--- config.mk ---
export PLATFORM = sky130hd
export DESIGN_NAME = digipot_wiper_command_logic
export DESIGN_NICKNAME = d
export VERILOG_FILES = /design/src/digipot_pkg.sv /design/src/digipot_wiper_command_logic.sv
export SDC_FILE = /design/constraint.sdc
export NUM_CORES = 1
export LEC_CHECK = 0
export ABC_CLOCK_PERIOD_IN_PS = 7200
export BUFFER_PORTS_ARGS = -buffer_cell sky130_fd_sc_hd__buf_2
export CAP_MARGIN = 20
export CORE_UTILIZATION = 40
export DETAILED_ROUTE_END_ITERATION = 10
export PLACE_DENSITY = 0.64
export SYNTH_ARGS = -nofsm -noshare
export SYNTH_HDL_FRONTEND = slang
export SYNTH_SLANG_ARGS = --single-unit
--- constraint.sdc ---
create_clock -name clk_sys -period 7.2 [get_ports clk_sys]
set_clock_uncertainty 0.05 [all_clocks]
set_input_delay 0 -clock clk_sys [delete_from_list [all_inputs] [get_ports clk_sys]]
set_output_delay 0 -clock clk_sys [all_outputs]
set_load 0.03 [all_outputs]
--- src/digipot_pkg.sv ---
// shared constants and types for the digital potentiometer command logic
package digipot_pkg;
  // serial command word fields
  localparam int CMD_FIELD_LSB      = 0;
  localparam int SHDN_BIT_POS       = 0;
  localparam int BIT_COUNT_BYTE     = 8;
  // command codes
  localparam logic [2:0] CMD_NOP      = 3'h0;
  localparam logic [2:0] CMD_STORE    = 3'h1;
  localparam logic [2:0] CMD_LOAD     = 3'h2;
  localparam logic [2:0] CMD_SHUTDOWN = 3'h3;
  localparam logic [2:0] CMD_RESET    = 3'h4;
  localparam logic [2:0] CMD_RD_WIPER = 3'h5;
  localparam logic [2:0] CMD_RD_NVM   = 3'h6;
  // nonvolatile read select codes
  localparam logic [1:0] NVM_SEL_WIPER = 2'h0;
  localparam logic [1:0] NVM_SEL_TOL   = 2'h1;
  // special wiper codes and reset values
  localparam logic [7:0] CODE_BOTTOM    = 8'hff;
  localparam logic [7:0] NVM_MIDSCALE   = 8'h40;
  localparam logic [7:0] WIPER_RESET    = 8'h00;
  localparam logic [7:0] READ_HI_BYTE   = 8'h00;
  localparam logic [7:0] READ_EMPTY     = 8'h00;
  // timing
  localparam int CLK_PERIOD_NS  = 10;
  localparam int RELOAD_TIME_NS = 25000;
  localparam logic [19:0] RELOAD_CYCLES = 20'(RELOAD_TIME_NS / CLK_PERIOD_NS);
  // serial engine states, one-hot
  typedef enum logic [7:0] {
    ST_IDLE    = 8'h01,
    ST_ADDR    = 8'h02,
    ST_ADDRACK = 8'h04,
    ST_WR      = 8'h08,
    ST_WRACK   = 8'h10,
    ST_RD      = 8'h20,
    ST_RDACK   = 8'h40,
    ST_IGNORE  = 8'h80
  } serial_state_t;
endpackage : digipot_pkg

--- src/digipot_wiper_command_logic.sv ---
// two-wire slave and command decoder for the nonvolatile wiper register
// Operation
// - one readback per read command only
// - command 4 reloads wiper after 25 us
// - stored wiper value ships at 0x40, midscale for 128 taps
// - command 3, bit set: shutdown on
// - command 3, bit clear: shutdown off
// - wiper decodes to 32/64/128 taps
// - code 0xff selects bottom scale
// - code equal to step count: top scale
// - rising code moves tap toward A
// - read-only tolerance byte via select 01
// - tolerance byte is sign-magnitude fixed point
// - power-on preset copies stored value to wiper
// - 16-bit word, MSB first, 3 command bits
// - decode command codes 0 through 6
// - no address acknowledge during nvm write
// - master nack withholds second read byte
`timescale 1ns/1ps
module digipot_wiper_command_logic #(
  parameter logic [6:0]  DEV_ADDR         = 7'h2f,
  parameter int          STEP_BITS        = 7,
  parameter logic [7:0]  TOLERANCE_BYTE   = 8'h00,   // arbitrary factory value, sign-magnitude
  parameter logic [19:0] NVM_WRITE_CYCLES = 20'd500000
) (
  // clock and reset
  input  wire logic       clk_sys,
  input  wire logic       resetn,
  // two-wire bus
  input  wire logic       sclIn,
  input  wire logic       sdaIn,
  output logic            sdaOut,
  output logic            sdaOe,
  // wiper state
  output logic [7:0]      wiperCode,
  output logic [6:0]      tapIndex,
  output logic            topScale,
  output logic            bottomScale,
  output logic            terminalAOpen,
  output logic            wiperToB,
  output logic            nvmBusy
);
  import digipot_pkg::*;

  localparam logic [7:0] STEPS = 8'(1 << STEP_BITS);
  localparam logic [7:0] TAP_MASK = 8'(STEPS - 8'h01);

  typedef struct packed {
    digipot_pkg::serial_state_t state;
    logic        sclS1;
    logic        sclS2;
    logic        sclPrev;
    logic        sdaS1;
    logic        sdaS2;
    logic        sdaPrev;
    logic [3:0]  bitCnt;
    logic [7:0]  shiftReg;
    logic        rwBit;
    logic        byteIdx;
    logic        ackOk;
    logic [7:0]  cmdHi;
    logic        sdaDrive;
    logic [7:0]  wiper;
    logic [7:0]  nvmWiper;
    logic        shutdown;
    logic        readArmed;
    logic [7:0]  readData;
    logic [19:0] busyCnt;
    logic        reloadKind;
    logic        presetPending;
    logic [6:0]  tap;
    logic        top;
    logic        bot;
  } core_t;

  core_t q;
  core_t d;
  logic  sclRise;
  logic  sclFall;
  logic  startCond;
  logic  stopCond;
  logic  busy;
  logic  cmdExec;
  logic [2:0] cmdCode;
  logic [7:0] cmdData;

  // bus events from synchronised samples
  assign sclRise   = q.sclS2 & ~q.sclPrev;
  assign sclFall   = ~q.sclS2 & q.sclPrev;
  assign startCond = q.sclS2 & q.sclPrev & q.sdaPrev & ~q.sdaS2;
  assign stopCond  = q.sclS2 & q.sclPrev & ~q.sdaPrev & q.sdaS2;
  assign busy      = (q.busyCnt != 20'h0);
  assign cmdCode   = q.cmdHi[2:0];          // top five bits ignored
  assign cmdData   = q.shiftReg;

  // next-state logic
  always_comb begin
    d = q;
    cmdExec = 1'b0;
    d.sclS1 = sclIn;
    d.sclS2 = q.sclS1;
    d.sclPrev = q.sclS2;
    d.sdaS1 = sdaIn;
    d.sdaS2 = q.sdaS1;
    d.sdaPrev = q.sdaS2;
    // internal cycle timer, reload lands at the end
    if (busy) begin
      d.busyCnt = q.busyCnt - 20'h1;
      if (q.busyCnt == 20'h1 && q.reloadKind) begin
        d.wiper = q.nvmWiper;
      end
    end
    // power-on preset from stored value
    if (q.presetPending) begin
      d.wiper = q.nvmWiper;
      d.presetPending = 1'b0;
    end
    case (q.state)
      ST_ADDR: begin
        if (sclRise) begin
          d.shiftReg = {q.shiftReg[6:0], q.sdaS2};
          d.bitCnt = q.bitCnt + 4'h1;
        end else if (sclFall && q.bitCnt == 4'(BIT_COUNT_BYTE)) begin
          d.rwBit = q.shiftReg[0];
          if (q.shiftReg[7:1] == DEV_ADDR && !busy) begin
            d.state = ST_ADDRACK;
            d.sdaDrive = 1'b1;
          end else begin
            d.state = ST_IGNORE;
          end
        end
      end
      ST_ADDRACK: begin
        if (sclFall) begin
          d.bitCnt = 4'h0;
          d.byteIdx = 1'b0;
          if (q.rwBit) begin
            d.readArmed = 1'b0;
            if (!q.readArmed) begin
              d.readData = READ_EMPTY;
            end
            d.shiftReg = READ_HI_BYTE;
            d.sdaDrive = ~READ_HI_BYTE[7];
            d.state = ST_RD;
          end else begin
            d.sdaDrive = 1'b0;
            d.state = ST_WR;
          end
        end
      end
      ST_WR: begin
        if (sclRise) begin
          d.shiftReg = {q.shiftReg[6:0], q.sdaS2};   // msb first
          d.bitCnt = q.bitCnt + 4'h1;
        end else if (sclFall && q.bitCnt == 4'(BIT_COUNT_BYTE)) begin
          d.sdaDrive = 1'b1;
          d.state = ST_WRACK;
          if (!q.byteIdx) begin
            d.cmdHi = q.shiftReg;
          end else begin
            cmdExec = 1'b1;
          end
        end
      end
      ST_WRACK: begin
        if (sclFall) begin
          d.sdaDrive = 1'b0;
          d.bitCnt = 4'h0;
          d.byteIdx = ~q.byteIdx;             // repeated writes pair again
          d.state = ST_WR;
        end
      end
      ST_RD: begin
        if (sclFall) begin
          if (q.bitCnt == 4'h7) begin
            d.sdaDrive = 1'b0;
            d.state = ST_RDACK;
          end else begin
            d.shiftReg = {q.shiftReg[6:0], 1'b0};
            d.sdaDrive = ~q.shiftReg[6];
            d.bitCnt = q.bitCnt + 4'h1;
          end
        end
      end
      ST_RDACK: begin
        if (sclRise) begin
          d.ackOk = ~q.sdaS2;
          if (q.sdaS2) begin
            d.state = ST_IGNORE;
          end
        end else if (sclFall) begin
          if (q.ackOk && !q.byteIdx) begin
            d.byteIdx = 1'b1;
            d.bitCnt = 4'h0;
            d.shiftReg = q.readData;
            d.sdaDrive = ~q.readData[7];
            d.state = ST_RD;
          end else begin
            d.state = ST_IGNORE;
          end
        end
      end
      default: begin
        d.sdaDrive = 1'b0;
      end
    endcase
    // start and stop override any phase
    if (startCond) begin
      d.state = ST_ADDR;
      d.bitCnt = 4'h0;
      d.sdaDrive = 1'b0;
    end else if (stopCond) begin
      d.state = ST_IDLE;
      d.sdaDrive = 1'b0;
    end
    // command decoder on the second data byte
    if (cmdExec && !busy) begin
      case (cmdCode)
        CMD_STORE: begin
          d.nvmWiper = q.wiper;
          d.busyCnt = NVM_WRITE_CYCLES;
          d.reloadKind = 1'b0;
        end
        CMD_LOAD: begin
          d.wiper = cmdData;
        end
        CMD_SHUTDOWN: begin
          d.shutdown = cmdData[SHDN_BIT_POS]; // wiper left alone
        end
        CMD_RESET: begin
          d.busyCnt = RELOAD_CYCLES;
          d.reloadKind = 1'b1;
        end
        CMD_RD_WIPER: begin
          d.readData = q.wiper;
          d.readArmed = 1'b1;
        end
        CMD_RD_NVM: begin
          d.readArmed = 1'b1;
          if (cmdData[1:0] == NVM_SEL_TOL) begin
            d.readData = TOLERANCE_BYTE;
          end else if (cmdData[1:0] == NVM_SEL_WIPER) begin
            d.readData = q.nvmWiper;
          end else begin
            d.readData = READ_EMPTY;
          end
        end
        default: begin
        end
      endcase
    end
    // tap decode; wiper register untouched by shutdown
    d.bot = (q.wiper == CODE_BOTTOM);
    d.top = (q.wiper != CODE_BOTTOM) && (q.wiper >= STEPS);
    d.tap = 7'(q.wiper & TAP_MASK);
  end

  // state register
  always_ff @(posedge clk_sys or negedge resetn) begin
    if (!resetn) begin
      q <= '0;
      q.state <= ST_IDLE;
      q.sclS1 <= 1'b1;
      q.sclS2 <= 1'b1;
      q.sclPrev <= 1'b1;
      q.sdaS1 <= 1'b1;
      q.sdaS2 <= 1'b1;
      q.sdaPrev <= 1'b1;
      q.wiper <= WIPER_RESET;
      q.nvmWiper <= NVM_MIDSCALE;
      q.presetPending <= 1'b1;
    end else begin
      q <= d;
    end
  end

  // outputs
  assign sdaOut        = 1'b0;
  assign sdaOe         = q.sdaDrive;
  assign wiperCode     = q.wiper;
  assign tapIndex      = q.tap;
  assign topScale      = q.top;
  assign bottomScale   = q.bot;
  assign terminalAOpen = q.shutdown;
  assign wiperToB      = q.shutdown | q.bot;
  assign nvmBusy       = busy;

  // checks
  a_shdn_enter: assert property (@(posedge clk_sys) disable iff (!resetn)
    cmdExec && !busy && cmdCode == CMD_SHUTDOWN && cmdData[0] |=> terminalAOpen && wiperToB)
    else $error("shutdown not entered");
  a_shdn_leave: assert property (@(posedge clk_sys) disable iff (!resetn)
    cmdExec && !busy && cmdCode == CMD_SHUTDOWN && !cmdData[0] |=> !terminalAOpen)
    else $error("shutdown not released");
  a_shdn_holds_wiper: assert property (@(posedge clk_sys) disable iff (!resetn)
    q.shutdown && !cmdExec && !busy && !q.presetPending |=> wiperCode == $past(wiperCode))
    else $error("wiper changed in shutdown");
  a_reset_timer: assert property (@(posedge clk_sys) disable iff (!resetn)
    cmdExec && !busy && cmdCode == CMD_RESET |=> q.busyCnt == RELOAD_CYCLES ##1 nvmBusy [*3])
    else $error("reload timer wrong");
  a_reload_lands: assert property (@(posedge clk_sys) disable iff (!resetn)
    q.busyCnt == 20'h1 && q.reloadKind |=> wiperCode == $past(q.nvmWiper) && !nvmBusy)
    else $error("reload not applied");
  a_bottom_code: assert property (@(posedge clk_sys) disable iff (!resetn)
    wiperCode == CODE_BOTTOM |=> bottomScale && !topScale && wiperToB)
    else $error("bottom scale missed");
  a_top_code: assert property (@(posedge clk_sys) disable iff (!resetn)
    wiperCode == STEPS |=> topScale && !bottomScale)
    else $error("top scale missed");
  a_tap_follows: assert property (@(posedge clk_sys) disable iff (!resetn)
    wiperCode < STEPS |=> tapIndex == 7'($past(wiperCode)) && !topScale)
    else $error("tap does not follow code");
  a_busy_nack: assert property (@(posedge clk_sys) disable iff (!resetn)
    q.state == ST_ADDR && sclFall && q.bitCnt == 4'h8 && busy && !startCond |=> !sdaOe [*2])
    else $error("address acked while busy");
  a_read_once: assert property (@(posedge clk_sys) disable iff (!resetn)
    q.state == ST_ADDRACK && q.rwBit && sclFall && !startCond && !stopCond |=> !q.readArmed)
    else $error("readback left armed");
  a_nack_withhold: assert property (@(posedge clk_sys) disable iff (!resetn)
    q.state == ST_RDACK && sclRise && q.sdaS2 && !startCond |=> q.state == ST_IGNORE ##1 !sdaOe)
    else $error("second byte not withheld");
  a_tol_read: assert property (@(posedge clk_sys) disable iff (!resetn)
    cmdExec && !busy && cmdCode == CMD_RD_NVM && cmdData[1:0] == NVM_SEL_TOL
    |=> q.readData == TOLERANCE_BYTE && q.readArmed)
    else $error("tolerance byte not staged");
  a_preset: assert property (@(posedge clk_sys) disable iff (!resetn)
    q.presetPending |=> wiperCode == $past(q.nvmWiper) && !q.presetPending)
    else $error("power-on preset missed");
  c_write_cmd: cover property (@(posedge clk_sys) disable iff (!resetn) cmdExec && cmdCode == CMD_LOAD);
  c_read_two: cover property (@(posedge clk_sys) disable iff (!resetn)
    q.state == ST_RDACK && sclFall && q.ackOk && !q.byteIdx);
  c_busy_nack: cover property (@(posedge clk_sys) disable iff (!resetn)
    q.state == ST_ADDR && sclFall && q.bitCnt == 4'h8 && busy);
  c_shutdown: cover property (@(posedge clk_sys) disable iff (!resetn) $rose(terminalAOpen));
endmodule : digipot_wiper_command_logic

==> out/results.ini, run 1 <==
[worst_setup_path]
crit_type=register to register
start_kind=register
worstPathMaxFanout=17
critPathRequiredTime_ps=7380
critPathArrivalTime_ps=3810
worst_setup_path_end_kind=register

[timing]
setup_viol=0
layout_min_cycle_time_ps=3623
slew_viol_final=0
slew_headroom_pct=48.08
setup_ws_ps=3577
max_slew.worst_pin.slew_ps=772.8
finalHoldViolCount=0
finalSetupTns_ps=0
timing.fmax_mhz=276.0
min_period_over_period_pct=50.32
rsz0062_at_grt=false

[yosys]
synthMuxAreaShare_pct=7.672
synth_fa_ha_area_share_pct=1.865
postSynthCellCount=466
synth_top_flop_cell=dfrtp_1
synth_area_mm2=0.004697
synth_compound_area_share_pct=12.15
synth_seq_cells=90
syn_area_per_cell_um2=10.08
synthXorXnorAreaFrac_pct=3.543
synth_top_family_by_area=simple AND/OR/NAND/NOR gates
async_reset_ff_share_pct=100.0
yosysUniqueCellTypes=68
synth-simple-area-share_pct=20.86
synth_edf_count=0
yosys_warnings=0
ys_seq_area_share_pct=48.19

[clock_network]
postCtsResizedCells=0
cts.sinks=90
cts_setup_buffers=0
cts_max_level=3
numCtsBuffers=9
cts_root_buf=clkbuf_16
clock_latency_ps=350
cts_tree=built
clock_path_buffers=2
ctsHoldBuffers=3
clk_pin_slew_ps=60

[route]
drtIter0Drc=229
wire_per_inst_um=16.92
wirelength_um=10460
routed_via_density=5.722
postRouteAntennaNets=0
drtPass1Iterations=4
drc=0
vias=3536

[place]
io_buffer_count=24
hpwlAfterDp_um=7238
gp_congestion=0.8943
dp_slack_ps=3573
dpl_cell_area_mm2=0.004801

[worst_hold_path]
hold_class=input pin to asynchronous set/reset pin

[floorplan]
initial_core_util_pct=41.14
die_h_um=110.4
pin_count=26
core_mm2=0.01142
num_rows=39
die_x_um=110.4
die-area_mm2=0.01218

[grt]
grt_pass1_vias=3368
grt-ovfl-total=0
gr-usage-all-layers_pct=18.90
grt_start_max_net_pins=55
grt_pass1_wl_um=17450
antenna_found_initial=0

[finish]
n_antenna_cell=0
fin_nets=481
multi_input_area_mm2=0.002172
final_cell_mix=dfrtp_1, nand2_1, nor2_1, buf_2, mux2_2
fin_area_mm2=0.005112
final_common_cell=dfrtp_1
seq_area_mm2=0.002263
fillers=1122
drive_above_1_share_pct=17.05
syn_to_final_growth_pct=8.844

[pwr]
total_leakage_power_uw=0.002471
cellPowerDensity_mw_per_mm2=256.9
peakVddDrop_uv=111.2

[outcome]
status=completed

[flow_run]
max-cap-violations=0

[layer usage]
layer  vias up  track usage, %  routed length [um]
li1       1670               -                   -
met1      1770           26.44                4905
met2        84           28.70                4917
met3        12           3.586                 439
met4         0           7.801                 194
met5         -               0                   0
[synth_stat cells (3+ instances only)]
cell	n	area (um2)
nor4b_1	3	26.28
nand4_1	9	56.30
nand4b_1	3	26.28
ha_1	7	87.58
xor2_1	5	43.79
inv_1	11	41.29
nor2b_1	7	43.79
clkbuf_1	18	67.56
or2_2	3	18.77
xnor2_1	14	122.6
dfstp_2	9	236.5
nor3_1	15	75.07
nor3b_1	3	22.52
nand3_1	9	45.04
o21ai_0	19	95.09
a21oi_1	18	90.09
nand2_1	43	161.4
a31oi_1	3	18.77
a22oi_1	8	60.06
nand3b_1	4	30.03
a22o_1	8	70.07
or3_1	3	18.77
nor4_1	17	106.4
mux2_2	20	225.2
dfrtp_1	81	2027
a21o_1	3	22.52
mux2i_1	12	120.1
nand2b_1	8	50.05
nor2_1	37	138.9
a21boi_0	3	22.52
buf_4	16	120.1
[logic make-up after synthesis]
kind of cell | after synthesis
mux | 33
xor+xnor | 19
flops | 90
compound gates | 84
fa+ha+maj | 7
buf+inv | 50
other cells | 1
simple gates | 182
[critical path, cell delays in order (launching register included)]
cell and delay (ps):
dfrtp_1 500, or4_1 640, nor4_1 580, or4b_4 620
or3_1 700, mux2_4 410
[power breakdown]
group / leakage [uW] / internal, uW / switching [uW]
logic: 0.00112 / 106 / 182
registers: 0.00122 / 533 / 52.9
clock network: 0.000134 / 246 / 193
[worst paths after layout]
kind,cells past startpoint,end,slack (ps),start
setup / recovery,5,q[48],3580,q[92]
setup reg to reg,5,q[48],3580,q[92]
min in group clk_sys,2,d[82],240,sdaIn
max in group asynchronous,3,q[39],5920,resetn
hold / removal,2,q[92],120,resetn
hold reg to reg,0,d[84],310,d[85]
[flip-flops by register name, summed over array words and instances, names as in the netlist]
name	flops
bottomScale	1
cmdCode	3
cmdData	8
d	4
q	56
sdaOe	1
tapIndex	7
terminalAOpen	1
topScale	1
wiperCode	8
[per-stage QoR]
stage	util (%)	power [uW]	hold slack, ps	cells
floorplan	-	790.2	-345.6	467
global placement	42.04	870.0	-47.46	598
detailed placement	42.04	870.4	-39.88	598
CTS	44.73	1317	142.8	617
global route	44.77	1379	183.3	618
finish	44.77	1313	124.8	618
[final cells by class]
cell class                      count  area share [%]
Timing Repair Buffer               31           3.524
Sequential cell                    90           44.27
Inverter                           11          0.8076
Multi-Input combinational cell    327           42.49
Clock inverter                      3          0.5140
Tap cell                          143           3.500
Clock buffer                       13           4.895
Power figures use the tool's default switching activity.
==> run 2: changes to the inputs <==
- ABC_CLOCK_PERIOD_IN_PS: 7200 -> 3300
- PLACE_DENSITY: 0.64 -> 0.66
- clock period: 7.2 -> 3.3 ns (I/O delays scaled with it)
==> run 2 against run 1 <==
Routed wire length fell by 0.20%. Non-clock buffer count rose by 19. Largest cell class unchanged. Worst hold slack improved by 120 ps.
==> out/results.ini, run 2 (synthesis gave the netlist of run 1 again) <==
[outcome]
status=completed

[worst_setup_path]
crit_type=register to register
worst_setup_path_end_kind=register
start_kind=register
critPathRequiredTime_ps=3480
r2r-end=q[12]
critPathArrivalTime_ps=3350
worstPathMaxFanout=9
cp_top_family=simple AND/OR/NAND/NOR gates
critical_path_depth=7
reg2reg_depth=7
reg2reg_from=q[13]
cpMaxStageDelayCell=or4_4
r2r_setup_slack_ps=130
path_buf_inv=1
cpPeakStageDelay_ps=580
path_cells=or4_4, or4b_1, or4b_4, or3_1, buf_4, nand2_1, nor2_1

[route]
wirelength_um=10440
drtIter0Drc=312
drc=0
postRouteAntennaNets=0
routed_via_density=5.641
vias=3593
wire_per_inst_um=16.38
drtPass1Iterations=5

[pwr]
cellPowerDensity_mw_per_mm2=563.9
power_uw=2977
peakVddDrop_uv=214.7
total_leakage_power_uw=0.002574

[finish]
final_cell_mix=dfrtp_1, nand2_1, nor2_1, buf_4, buf_2
largest_reg_flops=56
n_antenna_cell=0
syn_to_final_growth_pct=12.41
drive_above_1_share_pct=20.65
regMostFlops=q
finalNonFillerCells=637
final_common_cell=dfrtp_1
fin_nets=500

[clock_network]
cts_root_buf=clkbuf_16
clk_pin_slew_ps=60
numCtsBuffers=9
cts.sinks=90
cts_max_level=3
cts_setup_buffers=0
clock_latency_ps=340
cts_tree=built
clock_path_buffers=2

[floorplan]
die-area_mm2=0.01218
num_rows=39
core_mm2=0.01142
pin_count=26
die_h_um=110.4
initial_core_util_pct=41.14
die_x_um=110.4

[worst_hold_path]
hold_path_startpoint=sdaIn
hold_class=input pin to register
hold_path_end=d[82]
hold_depth=2

[timing]
setup_viol=0
finalSetupTns_ps=0
timing.fmax_mhz=315.8
max_slew.worst_pin.slew_ps=922.8
rsz0062_at_grt=false
slew_headroom_pct=38.48
finalHoldViolCount=0
setup_ws_ps=133.2
slew_viol_final=0
min_period_over_period_pct=95.96
layout_min_cycle_time_ps=3167

[grt]
gr-usage-all-layers_pct=18.83
grt_start_max_net_pins=75
antenna_found_initial=0
grt_pass1_wl_um=17370
grt_pass1_vias=3421
grt-ovfl-total=0

[place]
dp.cells=617
dp_slack_ps=129.2
gp_congestion=0.9463
hpwlAfterDp_um=7437
io_buffer_count=24

[flow_run]
max-cap-violations=0

==> run 2: what timing repair did <==
| action | CTS | global route |
|---|---|---|
| hold buffers | 3 | 0 |
| hold endpoints to repair | 67 | 0 |
| gates resized for setup | 0 | 0 |
==> run 2: final cells by class <==
class,instances,area [um2]
fillers,1090,6138
well taps,143,178.9
flip-flops and latches,90,2263
repair buffers,50,322.8
clock buffers,10,229.0
multi-input cells,327,2172
clock inverters,6,72.57
inverters,11,41.29
==> run 2: metrics by stage <==
stage          utilization, %  hold WS [ps]  area [um2]
6_report                46.24         241.5        5280
5_1_grt                 46.24         257.3        5280
4_1_cts                 46.20         232.4        5275
3_5_place_dp            43.29         58.35        4943
3_3_place_gp            43.29         55.02        4943
2_1_floorplan               -        -345.6        4701
==> run 2: report_power, final <==
group	internal, uW	total (uW)	switching (uW)
registers	1160	1230	66.8
clock network	595	1030	437
logic	282	716	434
total	2040	2980	937
==> run 2: routing by layer <==
metal / GRT usage (%) / wire (um) / share of wire, %
met5: 0 / 0 / 0
met2: 29.28 / 4973 / 48
met4: 7.707 / 227 / 2.2
met3: 3.821 / 476 / 4.6
met1: 25.65 / 4758 / 46
==> run 2: how the worst max path moves through the flow <==
stage,start,endpoint
after global placement,q[13],q[10]
after CTS,q[13],q[12]
final,q[13],q[12]
after global routing,q[13],q[12]
after detailed placement,q[13],q[12]
after floorplan,q[13],q[48]
